--- config.mk ---
export PLATFORM = sky130hd
export DESIGN_NAME = eev_ctrl
export DESIGN_NICKNAME = d
export VERILOG_FILES = /design/src/core/eev_pkg.sv /design/src/core/eev_ctrl.sv
export SDC_FILE = /design/constraint.sdc
export NUM_CORES = 1
export LEC_CHECK = 0
export CAP_MARGIN = 20
export CORE_MARGIN = 2
export CORE_UTILIZATION = 34
export CTS_BUF_LIST = sky130_fd_sc_hd__clkbuf_16
export DETAILED_ROUTE_END_ITERATION = 7
export DONT_BUFFER_PORTS = 1
export GPL_ROUTABILITY_DRIVEN = 1
export HOLD_SLACK_MARGIN = 0.15
export SLEW_MARGIN = 20
export SYNTH_ARGS = -nofsm -noshare
export SYNTH_HDL_FRONTEND = slang
export SYNTH_SLANG_ARGS = --single-unit
--- constraint.sdc ---
create_clock -name pclk -period 7.6 [get_ports pclk]
set_input_delay 1.9 -clock pclk [delete_from_list [all_inputs] [get_ports pclk]]
set_output_delay 1.9 -clock pclk [all_outputs]
set_load 0.03 [all_outputs]
--- src/core/eev_pkg.sv ---
/*
 Package for the edge event interrupt controller: register offsets,
 field layout, reset values and shared types.
 Assumes an APB slave with 32-bit data and one aligned word per register.
*/
package eev_pkg;
   localparam int EEV_LINES = 19;
   localparam int EEV_EXT_LINES = 16;
   localparam int EEV_PINS = 80;
   localparam int EEV_SEL_W = 7;
   localparam int EEV_ADDR_W = 8;

   localparam logic [7:0] EEV_OFF_RISE = 8'h00;
   localparam logic [7:0] EEV_OFF_FALL = 8'h04;
   localparam logic [7:0] EEV_OFF_MASK = 8'h08;
   localparam logic [7:0] EEV_OFF_PEND = 8'h0C;
   localparam logic [7:0] EEV_OFF_EVMASK = 8'h10;
   localparam logic [7:0] EEV_OFF_RAW = 8'h14;
   localparam logic [7:0] EEV_OFF_SEL0 = 8'h20;
   localparam logic [7:0] EEV_OFF_SEL_LAST = 8'h5C;

   localparam logic [18:0] EEV_RST_MASK = 19'h00000;
   localparam logic [6:0] EEV_RST_SEL = 7'h00;

   typedef struct packed {
      logic sel;
      logic en;
      logic wr;
      logic [EEV_ADDR_W-1:0] addr;
      logic [31:0] wdata;
   } eev_apb_req_s;
endpackage

--- src/core/eev_ctrl.sv ---
/*
 Edge event interrupt controller: nineteen edge-detecting lines, sixteen of
 them chosen from eighty pins, with pending, mask, interrupt and event outputs.
 Assumes pins are synchronous to pclk and the APB master follows the protocol.
*/
`timescale 1ns/1ps
`default_nettype none

module eev_ctrl
   import eev_pkg::*;
(
   input wire logic pclk,
   input wire logic presetn,
   input wire logic psel,
   input wire logic penable,
   input wire logic pwrite,
   input wire logic [EEV_ADDR_W-1:0] paddr,
   input wire logic [31:0] pwdata,
   output logic [31:0] prdata,
   output logic pready,
   output logic pslverr,
   input wire logic [EEV_PINS-1:0] pin_in,
   input wire logic [EEV_LINES-EEV_EXT_LINES-1:0] int_src,
   output logic [EEV_LINES-1:0] line_irq,
   output logic [EEV_LINES-1:0] line_event,
   output logic irq
);
   eev_apb_req_s req;
   logic [EEV_LINES-1:0] rise_en_ff, fall_en_ff, mask_ff, evmask_ff, pend_ff;
   logic [EEV_LINES-1:0] src, src_q_ff, rise_cap, fall_cap, trig, clr, nxt_pend;
   logic [EEV_SEL_W-1:0] sel_ff [EEV_EXT_LINES];
   logic [31:0] rdata;
   logic wr_acc, rd_acc, unmapped;
   logic [EEV_ADDR_W-1:0] sel_idx;

   assign req = '{sel: psel, en: penable, wr: pwrite, addr: paddr, wdata: pwdata};
   assign wr_acc = req.sel && req.en && req.wr;
   assign rd_acc = req.sel && req.en && !req.wr;
   assign sel_idx = EEV_ADDR_W'((req.addr - EEV_OFF_SEL0) >> 2);

   genvar g;
   generate
      for (g = 0; g < EEV_LINES; g++) begin : g_line
         if (g < EEV_EXT_LINES) begin : g_ext
            assign src[g] = (sel_ff[g] < EEV_SEL_W'(EEV_PINS)) ? pin_in[sel_ff[g]] : 1'b0;
         end else begin : g_int
            assign src[g] = int_src[g-EEV_EXT_LINES];
         end
         // one-cycle pulse capture
         // inputs are synchronous, so one clock is the narrowest pulse seen
         assign rise_cap[g] = src[g] && !src_q_ff[g];
         assign fall_cap[g] = !src[g] && src_q_ff[g];
      end
   endgenerate

   always_ff @(posedge pclk or negedge presetn) begin
      if (!presetn) begin
         src_q_ff <= '0;
      end else begin
         src_q_ff <= src;
      end
   end

   assign trig = (rise_cap & rise_en_ff) | (fall_cap & fall_en_ff);

   assign clr = (wr_acc && req.addr == EEV_OFF_PEND) ? req.wdata[EEV_LINES-1:0] : '0;
   // sticky pending, set wins over clear
   assign nxt_pend = (pend_ff & ~clr) | trig;

   always_ff @(posedge pclk or negedge presetn) begin
      if (!presetn) begin
         pend_ff <= '0;
      end else begin
         pend_ff <= nxt_pend;
      end
   end

   always_ff @(posedge pclk or negedge presetn) begin
      if (!presetn) begin
         rise_en_ff <= '0;
         fall_en_ff <= '0;
         mask_ff <= EEV_RST_MASK;
         evmask_ff <= EEV_RST_MASK;
      end else if (wr_acc) begin
         unique case (req.addr)
            EEV_OFF_RISE: rise_en_ff <= req.wdata[EEV_LINES-1:0];
            EEV_OFF_FALL: fall_en_ff <= req.wdata[EEV_LINES-1:0];
            EEV_OFF_MASK: mask_ff <= req.wdata[EEV_LINES-1:0];
            EEV_OFF_EVMASK: evmask_ff <= req.wdata[EEV_LINES-1:0];
            default: ;
         endcase
      end
   end

   always_ff @(posedge pclk or negedge presetn) begin
      if (!presetn) begin
         for (int i = 0; i < EEV_EXT_LINES; i++) sel_ff[i] <= EEV_RST_SEL;
      end else if (wr_acc && req.addr >= EEV_OFF_SEL0 && req.addr <= EEV_OFF_SEL_LAST
                   && req.addr[1:0] == 2'b00) begin
         sel_ff[sel_idx[3:0]] <= req.wdata[EEV_SEL_W-1:0];
      end
   end

   always_comb begin
      rdata = 32'h00000000;
      unmapped = 1'b0;
      if (req.addr >= EEV_OFF_SEL0 && req.addr <= EEV_OFF_SEL_LAST && req.addr[1:0] == 2'b00) begin
         rdata[EEV_SEL_W-1:0] = sel_ff[sel_idx[3:0]];
      end else begin
         unique case (req.addr)
            EEV_OFF_RISE: rdata[EEV_LINES-1:0] = rise_en_ff;
            EEV_OFF_FALL: rdata[EEV_LINES-1:0] = fall_en_ff;
            EEV_OFF_MASK: rdata[EEV_LINES-1:0] = mask_ff;
            EEV_OFF_PEND: rdata[EEV_LINES-1:0] = pend_ff;
            EEV_OFF_EVMASK: rdata[EEV_LINES-1:0] = evmask_ff;
            EEV_OFF_RAW: rdata[EEV_LINES-1:0] = src;
            default: unmapped = 1'b1;
         endcase
      end
   end

   // zero-wait slave: pready is registered so answer lands one cycle into access
   always_ff @(posedge pclk or negedge presetn) begin
      if (!presetn) begin
         pready <= 1'b0;
         prdata <= 32'h00000000;
         pslverr <= 1'b0;
      end else begin
         pready <= req.sel && !req.en;
         prdata <= (req.sel && !req.en && !req.wr) ? rdata : prdata;
         pslverr <= req.sel && !req.en && unmapped;
      end
   end

   always_ff @(posedge pclk or negedge presetn) begin
      if (!presetn) begin
         line_irq <= '0;
         line_event <= '0;
         irq <= 1'b0;
      end else begin
         line_irq <= nxt_pend & mask_ff;
         line_event <= trig & evmask_ff;
         irq <= |(nxt_pend & mask_ff);
      end
   end

   property p_pend_set;
      @(posedge pclk) disable iff (!presetn) trig[0] |=> pend_ff[0];
   endproperty
   a_pend_set: assert property (p_pend_set) else $error("trigger did not set pending");

   property p_rise_only;
      @(posedge pclk) disable iff (!presetn)
         (fall_cap[1] && !fall_en_ff[1] && !pend_ff[1] && clr[1] == 1'b0) |=> !pend_ff[1];
   endproperty
   a_rise_only: assert property (p_rise_only) else $error("disabled edge set pending");

   property p_irq_mask;
      @(posedge pclk) disable iff (!presetn) (!mask_ff[2] && !$rose(mask_ff[2])) |=> !line_irq[2];
   endproperty
   a_irq_mask: assert property (p_irq_mask) else $error("masked line raised request");

   property p_irq_follow;
      @(posedge pclk) disable iff (!presetn) (pend_ff[3] && mask_ff[3] && !clr[3]) |=> line_irq[3];
   endproperty
   a_irq_follow: assert property (p_irq_follow) else $error("pending unmasked line has no request");

   property p_clear;
      @(posedge pclk) disable iff (!presetn) (clr[4] && !trig[4]) |=> !pend_ff[4];
   endproperty
   a_clear: assert property (p_clear) else $error("write one did not clear pending");

   property p_short_pulse;
      @(posedge pclk) disable iff (!presetn)
         (rise_cap[5] && rise_en_ff[5]) ##1 !src[5] |-> pend_ff[5];
   endproperty
   a_short_pulse: assert property (p_short_pulse) else $error("one-cycle pulse lost");

   property p_src_sel;
      @(posedge pclk) disable iff (!presetn) (sel_ff[6] < 7'h50) |-> src[6] == pin_in[sel_ff[6]];
   endproperty
   a_src_sel: assert property (p_src_sel) else $error("line source not the selected pin");

   property p_ready;
      @(posedge pclk) disable iff (!presetn) (psel && !penable) |=> pready ##1 !pready;
   endproperty
   a_ready: assert property (p_ready) else $error("pready not one-cycle");

   property p_irq_or;
      @(posedge pclk) disable iff (!presetn) irq == (|line_irq);
   endproperty
   a_irq_or: assert property (p_irq_or) else $error("irq differs from the line requests");

   property p_rd_pend;
      @(posedge pclk) disable iff (!presetn)
         (psel && !penable && !pwrite && paddr == EEV_OFF_PEND)
         |=> prdata == 32'($past(pend_ff));
   endproperty
   a_rd_pend: assert property (p_rd_pend) else $error("pending read not the pending bits");

   property p_err_ready;
      @(posedge pclk) disable iff (!presetn) pslverr |-> pready;
   endproperty
   a_err_ready: assert property (p_err_ready) else $error("error response without ready");

   property p_sel_wr;
      @(posedge pclk) disable iff (!presetn)
         (psel && penable && pwrite && paddr == EEV_OFF_SEL0 + 8'h0C)
         |=> sel_ff[3] == $past(pwdata[EEV_SEL_W-1:0]);
   endproperty
   a_sel_wr: assert property (p_sel_wr) else $error("selector write lost");

   property p_mask_wr;
      @(posedge pclk) disable iff (!presetn)
         (psel && penable && pwrite && paddr == EEV_OFF_MASK)
         |=> mask_ff == $past(pwdata[EEV_LINES-1:0]);
   endproperty
   a_mask_wr: assert property (p_mask_wr) else $error("mask write lost");

   // per-line checks, judged from src and the bus, with the trig strobe used by the w1c and event checks
   generate
      for (g = 0; g < EEV_LINES; g++) begin : g_chk
         property p_rise_seen;
            @(posedge pclk) disable iff (!presetn) (rise_en_ff[g] && $rose(src[g])) |=> pend_ff[g];
         endproperty
         a_rise_seen: assert property (p_rise_seen) else $error("enabled rising edge missed");

         property p_fall_seen;
            @(posedge pclk) disable iff (!presetn) (fall_en_ff[g] && $fell(src[g])) |=> pend_ff[g];
         endproperty
         a_fall_seen: assert property (p_fall_seen) else $error("enabled falling edge missed");

         property p_no_edge;
            @(posedge pclk) disable iff (!presetn)
               (!pend_ff[g] && !(rise_en_ff[g] && $rose(src[g])) && !(fall_en_ff[g] && $fell(src[g])))
               |=> !pend_ff[g];
         endproperty
         a_no_edge: assert property (p_no_edge) else $error("pending set with no enabled edge");

         property p_sticky;
            @(posedge pclk) disable iff (!presetn)
               (pend_ff[g] && !(psel && penable && pwrite && paddr == EEV_OFF_PEND && pwdata[g]))
               |=> pend_ff[g];
         endproperty
         a_sticky: assert property (p_sticky) else $error("pending dropped without a clear");

         property p_w1c;
            @(posedge pclk) disable iff (!presetn)
               (psel && penable && pwrite && paddr == EEV_OFF_PEND && pwdata[g] && !trig[g])
               |=> !pend_ff[g];
         endproperty
         a_w1c: assert property (p_w1c) else $error("write one left pending set");

         property p_masked;
            @(posedge pclk) disable iff (!presetn) !mask_ff[g] |=> !line_irq[g];
         endproperty
         a_masked: assert property (p_masked) else $error("masked line raised a request");

         property p_unmasked;
            @(posedge pclk) disable iff (!presetn)
               (pend_ff[g] && mask_ff[g] && !(psel && penable && pwrite && paddr == EEV_OFF_PEND && pwdata[g]))
               |=> line_irq[g];
         endproperty
         a_unmasked: assert property (p_unmasked) else $error("pending unmasked line has no request");

         property p_event_on;
            @(posedge pclk) disable iff (!presetn) (trig[g] && evmask_ff[g]) |=> line_event[g];
         endproperty
         a_event_on: assert property (p_event_on) else $error("enabled event not raised");

         property p_event_off;
            @(posedge pclk) disable iff (!presetn) !(trig[g] && evmask_ff[g]) |=> !line_event[g];
         endproperty
         a_event_off: assert property (p_event_off) else $error("event raised with no trigger");

         if (g < EEV_EXT_LINES) begin : g_src
            property p_src_pin;
               @(posedge pclk) disable iff (!presetn)
                  (sel_ff[g] < EEV_SEL_W'(EEV_PINS)) |-> src[g] == pin_in[sel_ff[g]];
            endproperty
            a_src_pin: assert property (p_src_pin) else $error("line source not the selected pin");

            property p_src_off;
               @(posedge pclk) disable iff (!presetn) (sel_ff[g] >= EEV_SEL_W'(EEV_PINS)) |-> !src[g];
            endproperty
            a_src_off: assert property (p_src_off) else $error("selector past the pins not quiet");
         end
      end
   endgenerate

   c_irq: cover property (@(posedge pclk) disable iff (!presetn) $rose(irq));
   c_event: cover property (@(posedge pclk) disable iff (!presetn) |line_event);
   c_err: cover property (@(posedge pclk) disable iff (!presetn) pslverr);
   c_clear: cover property (@(posedge pclk) disable iff (!presetn) $fell(pend_ff[0]));
   c_both: cover property (@(posedge pclk) disable iff (!presetn) trig[0] && rise_en_ff[0] && fall_en_ff[0]);
endmodule

`default_nettype wire

==> run_results.csv <==
group,metric,value,unit
sta,setup_ws,2030,ps
cts,htree_levels,1,
floorplan,die_h,267,um
yosys,synth_top_area_share,33.7,%
place,dp.cells,2593,
setup_path,end_kind,"flop",
sta,rsz0062_at_grt,"no",
place,dpl.hpwl,57600,um
cts,cts_root_buf,"clkbuf_16",
setup_path,slowest_stage,"or4b_1",
yosys,synth_seq_area_share,30.3,%
sta,fin_skew,20.2,ps
pwr,leakage,9.09,nW
setup_path,worstPathMaxFanout,16,
cells_and_area,drive_above_1_share,37.6,%
drt,ant_nets,0,
cts,cts.clk_slew.worst_paths,60,ps
drt,drt-vias-per-instance,6.75,
drt,drcViolationCount,0,
sta,hold_viol_final,0,
cts,cts_resized,0,
cts,clock_sinks,286,
pwr,intPower,2.64,mW
sta,fmax,179,MHz
cells_and_area,design_area,25100,um2
drt,drt-total-wl,84300,um
grt,grt_pass1_vias,17900,
cts,cts_hold_buf,0,
place,place.gp.congestion,0.943,
sta,maxSlewHeadroom,20.2,%
setup_path,cpPeakStageDelay,570,ps
yosys,synth_area_leaders,"mux4_2 (34%), dfrtp_1 (30%), mux2_2 (9.1%)",
sta,post-route-period-util,73.3,%
setup_path,cp_cell_sequence,"mux4_2, mux4_1, mux2_4, a2111oi_4, a2bb2oi_2, a21boi_2, a2111o_1, or4_1, or4b_1, or4_1",
pwr,swShare,25.6,%
yosys,synthFlopType,"dfrtp_1",
run_status,status,"finished clean",
place,placed_area,24100,um2
drt,dr.pass1.iters,5,
floorplan,dieWidth,267,um
place,numPortBuffers,0,
yosys,synth_edf_count,0,
yosys,yosysTopAreaCell,"mux4_2",
grt,grt_max_degree,287,
yosys,ys_ff_latch,286,
yosys,synth-async-reset-ratio,100,%
drt,vias,17900,
pwr,vdd_drop_max,0.000156,V
setup_path,critPathArrivalTime,6030,ps
cells_and_area,diodes,0,
sta,finalSetupViolations,0,
drt,wl_per_cell,31.8,um
yosys,synthCells,1865,
grt,grt_usage,23.5,%
cts,clk_path_buf_depth,3,
pwr,share_comb_of_total_power,12.2,%
drt,drt_iter0_drc,2381,
yosys,synth_common_cells,"mux4_2 (353), dfrtp_1 (286), clkbuf_1 (194)",
yosys,synth_most_common_cell,"mux4_2",
place,dpl_worst_slack,1430,ps
sta,tns,0,ps
grt,antenna_found_initial,2,
floorplan,initial_core_util,34.3,%
cells_and_area,layout.nets,1825,
pwr,clockPowerShare,41.2,%
grt,globalRouteOverflowTotal,0,
yosys,ys_warn_count,0,
setup_path,crit_path_start_kind,"primary input",
cts,cts-buffers-inserted,31,
pwr,power_density,141,nW/um2
grt,grt_pass1_wl,125000,um
yosys,syn_area,23600,um2
setup_path,crit_top_cell,"or4_1",
cts,cts_tree,"built",
cts,clkLatencyLatePin,600,ps
floorplan,ios,201,
floorplan,core,68700,um2
setup_path,required,8060,ps
sta,fin_crit,5570,ps
floorplan,die_area,71500,um2
floorplan,std_cell_rows,96,
cells_and_area,areaGrowthSynthToFinish,6.30,%
yosys,postSynthAreaPerCell,12.7,um2
min_path,min_path_type,"reg -> reg",
pwr,switchingPower,0.905,mW
yosys,yosysUniqueCellTypes,74,
cells_and_area,fin_cells,2653,
cells_and_area,fin_util,36.5,%
cts,postCtsSetupRepairBufs,0,
setup_path,path_class,"in -> reg",
sta,report.final.slew_viol_count,0,
sta,worst_pin_slew,1200,ps
pwr,p_seq_share,46.6,%
job,cap_violations,0,
-- area by class of cell --
type	instances	area [um2]
Clock inverter	27	188
Sequential cell	286	7160
Clock buffer	31	776
Inverter	29	109
Timing Repair Buffer	41	305
Multi-Input combinational cell	1308	15400
Tap cell	931	1160
Fill cell	6643	43600
-- worst max-delay path, delay by kind of cell --
family | cells | cell delay [ps]
compound gates | 4 | 1240
mux | 3 | 1310
simple gates | 3 | 1580
-- registers in the layout, indices dropped and copies added (netlist names) --
name,count
pend_ff,19
rise_en_ff,19
pready,1
evmask_ff,19
mask_ff,19
sel_ff,112
irq,1
prdata,19
fall_en_ff,19
line_irq,19
pslverr,1
src_q_ff,19
line_event,19
-- worst paths after layout --
check / startpoint / to / slack, ps / depth (start not counted)
worst max register to register: sel_ff[106] / irq / 2360 / 9
max in group asynchronous: presetn / pend_ff[9] / 6210 / 0
worst min register to register: pend_ff[11] / pend_ff[11] / 490 / 2
worst min-delay path: pend_ff[11] / pend_ff[11] / 490 / 2
min in group asynchronous: presetn / evmask_ff[15] / 1010 / 0
worst max-delay path: pin_in[41] / irq / 2030 / 10
-- power by group through the flow --
stage / registers [mW] / clock network (mW) / logic [mW]
3_5_place_dp: 1.68 / 0 / 0.423
2_1_floorplan: 1.64 / 0 / 0.424
6_report: 1.65 / 1.46 / 0.431
5_1_grt: 1.66 / 1.55 / 0.458
4_1_cts: 1.65 / 1.47 / 0.424
3_3_place_gp: 1.67 / 0 / 0.413
-- metrics by stage --
step,power (mW),hold slack (ps)
6_report,3.54,490
5_1_grt,3.66,528
4_1_cts,3.55,496
3_5_place_dp,2.10,481
3_3_place_gp,2.09,471
2_1_floorplan,2.06,447
-- kinds of logic after synthesis --
kind of cell	synth area share, %
AO/OA/AOI/OAI	7.47
XOR/XNOR	0.0371
buffers and inverters	4.79
flip-flops	30.3
multiplexers	49.4
other	0.0159
AND/OR/NAND/NOR	8.00
-- layer usage --
| metal | track usage (%) | vias up | share of wire, % |
|---|---|---|---|
| li1 | - | 7095 | - |
| met1 | 30.3 | 9240 | 36 |
| met2 | 35.9 | 1334 | 45 |
| met3 | 9.76 | 247 | 15 |
| met4 | 7.25 | 4 | 3.8 |
| met5 | 0 | - | 0.042 |
-- placed cells by master (no fill, tap or decap), types with 33 or more instances in the layout --
master     n
nor2_1    48
mux2i_1  128
o21ai_0   42
mux4_2   353
buf_4     40
mux2_2   190
nand2_1  124
dfrtp_1  284
nand3_1   51
nor2b_1   33
Note: power is estimated with default switching activity, not from simulation.
